$ cat src/rtl/ofc_pkg.sv
// constants and types for the overcurrent fuse cut controller
package ofc_pkg;
  // register bus geometry
  localparam int ADDR_W = 8;
  localparam int DATA_W = 16;
  // register offsets
  localparam logic [7:0] OFS_DELAY_EN = 8'h08;
  localparam logic [7:0] OFS_CUT_CFG = 8'h09;
  localparam logic [7:0] OFS_THR_SEL = 8'h0a;
  localparam logic [7:0] OFS_ALM_LVL = 8'h13;
  localparam logic [7:0] OFS_ALM_DLY = 8'h14;
  localparam logic [7:0] OFS_STATUS = 8'h27;
  localparam logic [7:0] OFS_CUT_CMD = 8'h53;
  localparam logic [7:0] OFS_GPIO_SEL = 8'h60;
  // field positions in the delay/enable register
  localparam int F_OC_EN = 0;
  localparam int F_DLY1_LO = 1;
  localparam int F_DLY2_LO = 4;
  localparam int F_OV_EN = 8;
  // field positions in the cut config register
  localparam int F_HOLD_LO = 0;
  localparam int F_MON_EN = 4;
  // threshold select field
  localparam int F_THS_LO = 12;
  // alarm level / delay fields: charge, discharge, short circuit
  localparam int F_ALM_W = 5;
  localparam int N_ALM = 3;
  // status register bits
  localparam int F_ST_DONE = 4;
  localparam int F_ST_ACTIVE = 3;
  // writable masks
  localparam logic [15:0] MSK_DELAY_EN = 16'hffff;
  localparam logic [15:0] MSK_CUT_CFG = 16'h00ff;
  localparam logic [15:0] MSK_THR_SEL = 16'h3fff;
  localparam logic [15:0] MSK_ALM = 16'h7fff;
  localparam logic [15:0] MSK_CMD = 16'h00ff;
  localparam logic [15:0] MSK_GPIO = 16'h0003;
  // reset values
  localparam logic [15:0] RST_CFG = 16'h0000;
  // direct cut code
  localparam logic [7:0] CUT_CODE = 8'hfb;
  // alarm level scaling: 5-bit level into a 17-bit magnitude
  localparam int LVL_SHIFT = 10;
  // selectable cut current thresholds, magnitude units
  localparam logic [16:0] CUT_THR_0 = 17'h01000;
  localparam logic [16:0] CUT_THR_1 = 17'h02000;
  localparam logic [16:0] CUT_THR_2 = 17'h03000;
  localparam logic [16:0] CUT_THR_3 = 17'h04000;
  // timing: one alarm delay step and one fuse delay step
  localparam int CLK_PERIOD_PS = 4000;
  localparam int ALM_UNIT_PS = 1000000;
  localparam int FUSE_UNIT_PS = 1000000000;
  localparam int US_CYCLES = ALM_UNIT_PS / CLK_PERIOD_PS;
  localparam int MS_CYCLES = FUSE_UNIT_PS / CLK_PERIOD_PS;
  // number of pins the gate may be routed to
  localparam int N_GPIO = 3;
  // decision states
  typedef enum logic [1:0] {
    OFC_IDLE,
    OFC_DLY1,
    OFC_DLY2,
    OFC_CUT
  } ofc_state_t;
endpackage : ofc_pkg

$ cat src/rtl/ofc_fuse_ctrl.sv
// overcurrent fuse cut decision, direct cut command and registers
//
// Decided for this implementation: the address-and-strobe port.
module ofc_fuse_ctrl
  import ofc_pkg::*;
#(
  parameter int TICK_MS_CYCLES = MS_CYCLES
) (
  input wire logic clk_sys,
  input wire logic sys_rst,
  input wire logic [ADDR_W-1:0] reg_addr,
  input wire logic [DATA_W-1:0] reg_wdata,
  input wire logic reg_wr,
  input wire logic reg_rd,
  output logic [DATA_W-1:0] reg_rdata,
  input wire logic [15:0] measured_current,
  output logic [N_GPIO-1:0] gpio_fuse_gate
);

  localparam int PW = $clog2(TICK_MS_CYCLES + 1);
  localparam logic [PW-1:0] TICK_LAST = PW'(TICK_MS_CYCLES - 1);
  localparam logic [7:0] US_LAST = 8'(US_CYCLES - 1);

  // configuration registers, all sixteen bits
  logic [15:0] dly_en_reg, dly_en_next;
  logic [15:0] cut_cfg_reg, cut_cfg_next;
  logic [15:0] thr_sel_reg, thr_sel_next;
  logic [15:0] alm_lvl_reg, alm_lvl_next;
  logic [15:0] alm_dly_reg, alm_dly_next;
  logic [15:0] cmd_reg, cmd_next;
  logic [15:0] gpio_sel_reg, gpio_sel_next;
  logic [15:0] rdata_reg, rdata_next;
  logic [15:0] status_word;

  // decision state
  ofc_state_t st_reg, st_next;
  logic [4:0] cnt_reg, cnt_next;
  logic [PW-1:0] pre_reg, pre_next;
  logic direct_reg, direct_next;
  logic done_reg, done_next;
  logic [N_GPIO-1:0] gate_reg, gate_next;

  // alarm detection
  logic [7:0] us_reg, us_next;
  logic us_tick;
  logic [16:0] pos_mag, neg_mag;
  logic [16:0] mag_ch [N_ALM];
  logic [N_ALM-1:0] alarm;
  logic any_alarm;

  // decoded strobes and compares
  logic wr_cmd;
  logic direct_start;
  logic direct_stop;
  logic oc_en;
  logic ov_en;
  logic mon_en;
  logic over_cut;
  logic [16:0] cut_thr;
  logic ms_tick;

  assign oc_en = dly_en_reg[F_OC_EN];
  assign ov_en = dly_en_reg[F_OV_EN];
  assign mon_en = cut_cfg_reg[F_MON_EN];

  // signed current split into charge and discharge magnitudes
  always_comb begin
    pos_mag = measured_current[15] ? 17'h00000
                                   : {1'b0, measured_current};
    neg_mag = measured_current[15]
            ? 17'h00000 - {measured_current[15], measured_current}
            : 17'h00000;
  end

  // channel 0 charge, channels 1 and 2 discharge and short
  always_comb begin
    mag_ch[0] = pos_mag;
    mag_ch[1] = neg_mag;
    mag_ch[2] = neg_mag;
  end

  // free running microsecond step for the alarm delays
  always_comb begin
    us_tick = (us_reg == US_LAST);
    us_next = us_tick ? 8'h00 : us_reg + 8'h01;
  end

  always_ff @(posedge clk_sys) begin
    if (sys_rst) begin
      us_reg <= 8'h00;
    end else begin
      us_reg <= us_next;
    end
  end

  // one persistence counter per alarm source
  genvar g;
  generate
    for (g = 0; g < N_ALM; g++) begin : g_alm
      logic [5:0] acnt_reg, acnt_next;
      logic [5:0] target;
      logic [16:0] lvl_thr;
      logic over_lvl;
      always_comb begin
        // coarse level steps keep the compare a plain magnitude test
        lvl_thr = 17'(alm_lvl_reg[g*F_ALM_W +: F_ALM_W])
                << LVL_SHIFT;
        target = {1'b0, alm_dly_reg[g*F_ALM_W +: F_ALM_W]}
               + 6'h01;
        over_lvl = (mag_ch[g] > lvl_thr);
        if (!over_lvl) begin
          acnt_next = 6'h00;
        end else if (us_tick && acnt_reg != target) begin
          acnt_next = acnt_reg + 6'h01;
        end else begin
          acnt_next = acnt_reg;
        end
      end
      always_ff @(posedge clk_sys) begin
        if (sys_rst) begin
          acnt_reg <= 6'h00;
        end else begin
          acnt_reg <= acnt_next;
        end
      end
      // alarm stands only while level held the whole delay
      assign alarm[g] = (acnt_reg == target);
    end
  endgenerate

  assign any_alarm = |alarm;

  // selectable cut threshold
  always_comb begin
    case (thr_sel_reg[F_THS_LO +: 2])
      2'h0: cut_thr = CUT_THR_0;
      2'h1: cut_thr = CUT_THR_1;
      2'h2: cut_thr = CUT_THR_2;
      default: cut_thr = CUT_THR_3;
    endcase
    // either direction of flow counts as abnormal
    over_cut = (pos_mag > cut_thr) || (neg_mag > cut_thr);
  end

  // direct cut command decode
  always_comb begin
    wr_cmd = reg_wr && (reg_addr == OFS_CUT_CMD);
    direct_start = wr_cmd && ov_en
                 && (reg_wdata[7:0] == CUT_CODE);
    direct_stop = wr_cmd
                && (reg_wdata[7:0] != CUT_CODE);
  end

  // decision state machine
  always_comb begin
    st_next = st_reg;
    cnt_next = cnt_reg;
    direct_next = direct_reg;
    done_next = done_reg;
    case (st_reg)
      OFC_IDLE: begin
        if (direct_start) begin
          st_next = OFC_CUT;
          direct_next = 1'b1;
          cnt_next = {1'b0, cut_cfg_reg[F_HOLD_LO +: 4]} + 5'h01;
        end else if (oc_en && any_alarm) begin
          st_next = OFC_DLY1;
          cnt_next = {2'b00, dly_en_reg[F_DLY1_LO +: 3]}
                   + 5'h01;
        end
      end
      OFC_DLY1: begin
        if (direct_start) begin
          st_next = OFC_CUT;
          direct_next = 1'b1;
          cnt_next = {1'b0, cut_cfg_reg[F_HOLD_LO +: 4]} + 5'h01;
        end else if (!oc_en) begin
          st_next = OFC_IDLE;
          cnt_next = 5'h00;
        end else if (ms_tick && cnt_reg == 5'h01) begin
          st_next = OFC_DLY2;
          cnt_next = {1'b0, dly_en_reg[F_DLY2_LO +: 4]}
                   + 5'h01;
        end else if (ms_tick) begin
          cnt_next = cnt_reg - 5'h01;
        end
      end
      OFC_DLY2: begin
        if (direct_start) begin
          st_next = OFC_CUT;
          direct_next = 1'b1;
          cnt_next = {1'b0, cut_cfg_reg[F_HOLD_LO +: 4]} + 5'h01;
        end else if (!oc_en) begin
          st_next = OFC_IDLE;
          cnt_next = 5'h00;
        end else if (!over_cut) begin
          st_next = OFC_IDLE;
          cnt_next = 5'h00;
        end else if (ms_tick && cnt_reg == 5'h01) begin
          st_next = OFC_CUT;
          direct_next = 1'b0;
          cnt_next = {1'b0, cut_cfg_reg[F_HOLD_LO +: 4]} + 5'h01;
        end else if (ms_tick) begin
          cnt_next = cnt_reg - 5'h01;
        end
      end
      OFC_CUT: begin
        if (direct_reg && direct_stop) begin
          st_next = OFC_IDLE;
          direct_next = 1'b0;
          cnt_next = 5'h00;
        end else if (!direct_reg && mon_en && !over_cut) begin
          st_next = OFC_IDLE;
          cnt_next = 5'h00;
        end else if (ms_tick && cnt_reg == 5'h01) begin
          // expiry ends the cut for both sources
          st_next = OFC_IDLE;
          direct_next = 1'b0;
          cnt_next = 5'h00;
          done_next = 1'b1;
        end else if (ms_tick) begin
          cnt_next = cnt_reg - 5'h01;
        end
      end
      default: begin
        st_next = OFC_IDLE;
        cnt_next = 5'h00;
      end
    endcase
  end

  // millisecond step restarts on every state change so each
  // delay lasts its full count of steps
  always_comb begin
    ms_tick = (pre_reg == TICK_LAST);
    if (st_next != st_reg || ms_tick) begin
      pre_next = '0;
    end else begin
      pre_next = pre_reg + PW'(1);
    end
  end

  // gate drive routed to the selected pin only
  generate
    for (g = 0; g < N_GPIO; g++) begin : g_pin
      always_comb begin
        gate_next[g] = (st_next == OFC_CUT)
                     && (gpio_sel_reg[1:0] == 2'(g));
      end
    end
  endgenerate

  always_ff @(posedge clk_sys) begin
    if (sys_rst) begin
      st_reg <= OFC_IDLE;
      cnt_reg <= 5'h00;
      pre_reg <= '0;
      direct_reg <= 1'b0;
      done_reg <= 1'b0;
      gate_reg <= '0;
    end else begin
      st_reg <= st_next;
      cnt_reg <= cnt_next;
      pre_reg <= pre_next;
      direct_reg <= direct_next;
      done_reg <= done_next;
      gate_reg <= gate_next;
    end
  end

  assign gpio_fuse_gate = gate_reg;

  // status: completed flag, cut active, live alarms
  always_comb begin
    status_word = 16'h0000;
    status_word[F_ST_DONE] = done_reg;
    status_word[F_ST_ACTIVE] = (st_reg == OFC_CUT);
    status_word[N_ALM-1:0] = alarm;
  end

  // register writes; unwritable bits stay zero
  always_comb begin
    dly_en_next = dly_en_reg;
    cut_cfg_next = cut_cfg_reg;
    thr_sel_next = thr_sel_reg;
    alm_lvl_next = alm_lvl_reg;
    alm_dly_next = alm_dly_reg;
    cmd_next = cmd_reg;
    gpio_sel_next = gpio_sel_reg;
    if (reg_wr) begin
      if (reg_addr == OFS_DELAY_EN) begin
        dly_en_next = reg_wdata & MSK_DELAY_EN;
      end else if (reg_addr == OFS_CUT_CFG) begin
        cut_cfg_next = reg_wdata & MSK_CUT_CFG;
      end else if (reg_addr == OFS_THR_SEL) begin
        thr_sel_next = reg_wdata & MSK_THR_SEL;
      end else if (reg_addr == OFS_ALM_LVL) begin
        alm_lvl_next = reg_wdata & MSK_ALM;
      end else if (reg_addr == OFS_ALM_DLY) begin
        alm_dly_next = reg_wdata & MSK_ALM;
      end else if (reg_addr == OFS_CUT_CMD) begin
        cmd_next = reg_wdata & MSK_CMD;
      end else if (reg_addr == OFS_GPIO_SEL) begin
        gpio_sel_next = reg_wdata & MSK_GPIO;
      end
    end
  end

  // read data appears the cycle after the strobe, else zero
  always_comb begin
    rdata_next = 16'h0000;
    if (reg_rd) begin
      if (reg_addr == OFS_DELAY_EN) begin
        rdata_next = dly_en_reg;
      end else if (reg_addr == OFS_CUT_CFG) begin
        rdata_next = cut_cfg_reg;
      end else if (reg_addr == OFS_THR_SEL) begin
        rdata_next = thr_sel_reg;
      end else if (reg_addr == OFS_ALM_LVL) begin
        rdata_next = alm_lvl_reg;
      end else if (reg_addr == OFS_ALM_DLY) begin
        rdata_next = alm_dly_reg;
      end else if (reg_addr == OFS_STATUS) begin
        rdata_next = status_word;
      end else if (reg_addr == OFS_CUT_CMD) begin
        rdata_next = cmd_reg;
      end else if (reg_addr == OFS_GPIO_SEL) begin
        rdata_next = gpio_sel_reg;
      end
    end
  end

  always_ff @(posedge clk_sys) begin
    if (sys_rst) begin
      dly_en_reg <= RST_CFG;
      cut_cfg_reg <= RST_CFG;
      thr_sel_reg <= RST_CFG;
      alm_lvl_reg <= RST_CFG;
      alm_dly_reg <= RST_CFG;
      cmd_reg <= RST_CFG;
      gpio_sel_reg <= RST_CFG;
      rdata_reg <= 16'h0000;
    end else begin
      dly_en_reg <= dly_en_next;
      cut_cfg_reg <= cut_cfg_next;
      thr_sel_reg <= thr_sel_next;
      alm_lvl_reg <= alm_lvl_next;
      alm_dly_reg <= alm_dly_next;
      cmd_reg <= cmd_next;
      gpio_sel_reg <= gpio_sel_next;
      rdata_reg <= rdata_next;
    end
  end

  assign reg_rdata = rdata_reg;

endmodule : ofc_fuse_ctrl

$ cat config.mk
export PLATFORM = sky130hd
export DESIGN_NAME = ofc_fuse_ctrl
export DESIGN_NICKNAME = d
export VERILOG_FILES = /design/src/rtl/ofc_pkg.sv /design/src/rtl/ofc_fuse_ctrl.sv
export SDC_FILE = /design/constraint.sdc
export NUM_CORES = 1
export LEC_CHECK = 0
export BUFFER_PORTS_ARGS = -buffer_cell sky130_fd_sc_hd__buf_2
export CAP_MARGIN = 10
export CORE_UTILIZATION = 55
export CTS_BUF_LIST = sky130_fd_sc_hd__clkbuf_16
export DETAILED_ROUTE_END_ITERATION = 8
export PLACE_DENSITY = 0.75
export RECOVER_POWER = 100
export SYNTH_ARGS = -nofsm -noshare
export SYNTH_HDL_FRONTEND = slang
export SYNTH_SLANG_ARGS = --single-unit
$ cat constraint.sdc
create_clock -name clk_sys -period 3.25 [get_ports clk_sys]
set_clock_uncertainty 0.1 [all_clocks]
set_input_delay 0.1625 -clock clk_sys [delete_from_list [all_inputs] [get_ports clk_sys]]
set_output_delay 0.1625 -clock clk_sys [all_outputs]
set_load 0.05 [all_outputs]
==> impl_metrics.csv <==
group,metric,value,unit
sta,hold_viol_final,0,
worst_setup_path,worst-path-buf-inv,4,
sta,finalSetupViolCount,0,
logic_synthesis,syn_area_per_cell,7.85,µm²
logic_synthesis,synthCells,1068,
die,core.rowCount,44,
worst_setup_path,critPathLaunchType,"flip-flop",
worst_setup_path,crit_arrival,3370,ps
final_layout,area_growth,19.6,%
worst_setup_path,r2r-end,"st_reg[0]",
worst_setup_path,r2r_slack,110,ps
route,drt-vias-per-instance,6.06,
route,vias,8318,
worst_setup_path,endpoint_kind,"flip-flop",
clocking,clock-sinks,150,
clocking,h-tree-depth,4,
logic_synthesis,synth-edff-count,0,
final_layout,nNetsFinal,1259,
clocking,cts.clk_slew.worst_paths,70,ps
pwr,ir_worst_vdd,0.386,mV
global_routing,antenna_found_initial,0,
route,drt-initial-drc-count,923,
pwr,fin_total_pwr,4.07,mW
die,die_y,125,µm
clocking,cts-buffers-inserted,17,
logic_synthesis,async_reset_ff_share,0,%
hold_path,hold_end,"cmd_reg[2]",
run_status,status,"finished with violations",
logic_synthesis,synth_fa_ha_area_share,5.82,%
sta,period_needed,3140,ps
logic_synthesis,synthXorXnorAreaFrac,6.37,%
clocking,root_buffer,"clkbuf_16",
clocking,clk_path_buf_depth,2,
run,maxCapViolCount,0,
pwr,p_leak,3.55,nW
die,dieArea,15700,µm²
logic_synthesis,synth_top_family_by_area,"simple AND/OR/NAND/NOR gates",
worst_setup_path,critPathRequiredTime,3470,ps
placed_design,port_buffers,62,
sta,min_period_over_period,96.7,%
logic_synthesis,synth-compound-area-share,17.9,%
placed_design,place.gp.congestion,0.920,
logic_synthesis,yosysUniqueCellTypes,72,
pwr,p_per_area,406,nW/µm²
final_layout,ff_latch_area,3010,µm²
route,dr.pass1.iters,9,
run_status,violations,"DRC",
worst_setup_path,rr_worst_depth,14,
final_layout,drive_gt1_share,14.8,%
route,antenna_left,0,
worst_setup_path,slowest_stage,"or3_4",
worst_setup_path,crit_chain,"inv_1 -> ha_1 -> inv_1 -> ha_1 -> nor2b_1 -> o21a_1 -> o2bb2ai_2 -> o21ai_1 -> or3_4 -> a32o_2 -> a211oi_4 -> buf_4 -> buf_4 -> nor2_1",
route,post-route-drc-count,7,
sta,max_freq,318,MHz
global_routing,grt_max_degree,36,
worst_setup_path,r2r-start,"thr_sel_reg[12]",
final_layout,fillers,1230,
worst_setup_path,critPathMaxStageDelay,420,ps
clocking,insertion_delay,430,ps
hold_path,min_path_type,"input port to flip-flop",
logic_synthesis,syn_nets,1151,
die,fp.dieW,125,µm
logic_synthesis,synthMuxAreaShare,2.15,%
logic_synthesis,synth-simple-area-share,27.6,%
global_routing,grt_pass1_wl,38.6,mm
global_routing,grt_pass1_vias,7688,
sta,worst_slew_pin_slew,996,ps
global_routing,globalRouteTotalUtil,30.7,%
route,routed_wl,24.1,mm
hold_path,hold_depth,4,
die,core-area,14700,µm²
sta,fin_setup_tns,0,ps
global_routing,gr-total-overflow,0,
logic_synthesis,yosysSeqAreaShare,35.8,%
hold_path,min-delay-start,"reg_wr",
worst_setup_path,path_max_fanout,3,
final_layout,diodes,0,
final_layout,multi_input_area,5170,µm²
placed_design,dp_hpwl,16.8,mm
sta,max_slew_margin,33.6,%
sta,slew_viol_final,0,
clocking,cts_tree,"built",
worst_setup_path,path_delay_family,"compound AO/OA/AOI/OAI gates",
logic_synthesis,yosys_warnings,0,
die,ios,63,
logic_synthesis,ys_seq_elements,150,
die,start_util,57.0,%
worst_setup_path,critical_path_class,"flip-flop to flip-flop",
logic_synthesis,netlist_area,8380,µm²
logic_synthesis,synth_top_flop_cell,"dfxtp_1",
route,routedWlPerCell,17.6,µm
## timing repair
item | 4_1_cts | 5_1_grt
setup buffers | 0 | 2
resized for setup | 1 | 21
pin swaps | 0 | 10
hold endpoints to repair | 68 | 0
endpoints found under the setup margin | 1 | 28
hold buffers | 17 | 0
cloned | 0 | 0
## worst min-delay path, cell delays in order
cell     delay (ps)
buf_2           130
buf_4           200
nand3_1          90
a21oi_1          50
## layer usage
layer | track usage, % | vias up | wire length (µm)
li1 | - | 3982 | -
met1 | 40.4 | 3873 | 10200
met2 | 49.8 | 410 | 11100
met3 | 6.46 | 53 | 2090
met4 | 10.5 | 0 | 697
met5 | 0 | - | 0
## logic make-up (layout without fill, tap and decap cells)
group | count (synthesis) | count (layout)
simple gates | 476 | 476
compound gates | 232 | 232
xor+xnor | 61 | 61
flops | 150 | 150
mux | 18 | 18
buf+inv | 92 | 213
fa+ha+maj | 39 | 39
## power by group
part	switching (mW)	leakage (nW)	internal (mW)
logic	0.172	2.07	0.120
clock network	0.852	0.277	1.07
registers	0.00797	1.21	1.85
## placed cells by master, fill, tap and decap left out, types with 4 or more instances in the layout
cell	count
nand2_1	203
dfxtp_1	148
a21oi_1	104
nor2_1	84
buf_4	51
nand3_1	45
buf_2	40
inv_1	37
ha_1	37
xor2_1	33
clkbuf_1	33
o21ai_0	30
xnor2_1	28
mux2i_1	18
clkbuf_16	17
dlygate4sd3_1	17
nor2b_1	16
a31oi_1	13
nor2_2	12
nor3_1	12
nand4_1	12
nand2b_1	11
a222oi_1	11
and3_1	10
a22oi_1	10
or3_1	8
nand4b_1	7
o21a_1	7
o211ai_1	7
and2_1	6
inv_6	6
nor3b_1	5
nor4_2	4
a211oi_1	4
and2_0	4
## worst max-delay path by stage
stage                                    from                end  cells past startpoint  slack (ps)
after CTS                     thr_sel_reg[12]         pre_reg[3]                     16          60
after global placement    measured_current[1]  gpio_fuse_gate[2]                     18        -230
after floorplan           measured_current[5]        pre_reg[12]                     17         -50
after detailed placement  measured_current[1]  gpio_fuse_gate[2]                     18        -260
after global routing      measured_current[5]         pre_reg[5]                     17         -30
final                         thr_sel_reg[12]          st_reg[0]                     14         110
## synth_stat cells, types with 4 or more instances
cell type	number	area, µm²
nand2_1	203	762
dfxtp_1	150	3000
a21oi_1	105	526
nor2_1	85	319
clkbuf_1	47	176
nand3_1	46	230
ha_1	39	488
inv_1	39	146
xor2_1	33	289
o21ai_0	31	155
xnor2_1	28	245
mux2i_1	18	180
nor2b_1	16	100
nor3_1	14	70.1
a31oi_1	13	81.3
nand4_1	12	75.1
a222oi_1	11	110
a22oi_1	11	82.6
and3_1	11	68.8
nand2b_1	11	68.8
nor2_2	10	62.6
and2_1	9	56.3
or3_1	9	56.3
nor4_1	8	50.1
nand4b_1	7	61.3
o211ai_1	7	52.6
o21a_1	7	52.6
nor3b_1	6	45.0
a211oi_1	5	37.5
o31ai_1	4	30.0
## stage by stage
stage | worst slack (ps) | util [%] | hold WS (ps) | std cells | area, µm²
global placement | -227 | 62.8 | 314 | 1322 | 9240
detailed placement | -256 | 62.8 | 310 | 1322 | 9240
CTS | 57.3 | 67.9 | 139 | 1371 | 9980
global route | -28.5 | 68.2 | 158 | 1373 | 10000
finish | 107 | 68.2 | 157 | 1373 | 10000
floorplan | -50.5 | - | 198 | 1068 | 8430
## area by class of cell
cell class	instances	share of cell area (%)
repair buffers	142	8.95
inverters	39	1.49
clock inverters	15	1.45
multi-input cells	826	51.6
flip-flops and latches	150	30.0
well taps	184	2.30
clock buffers	17	4.24
Note: power is estimated with default switching activity, not from simulation.
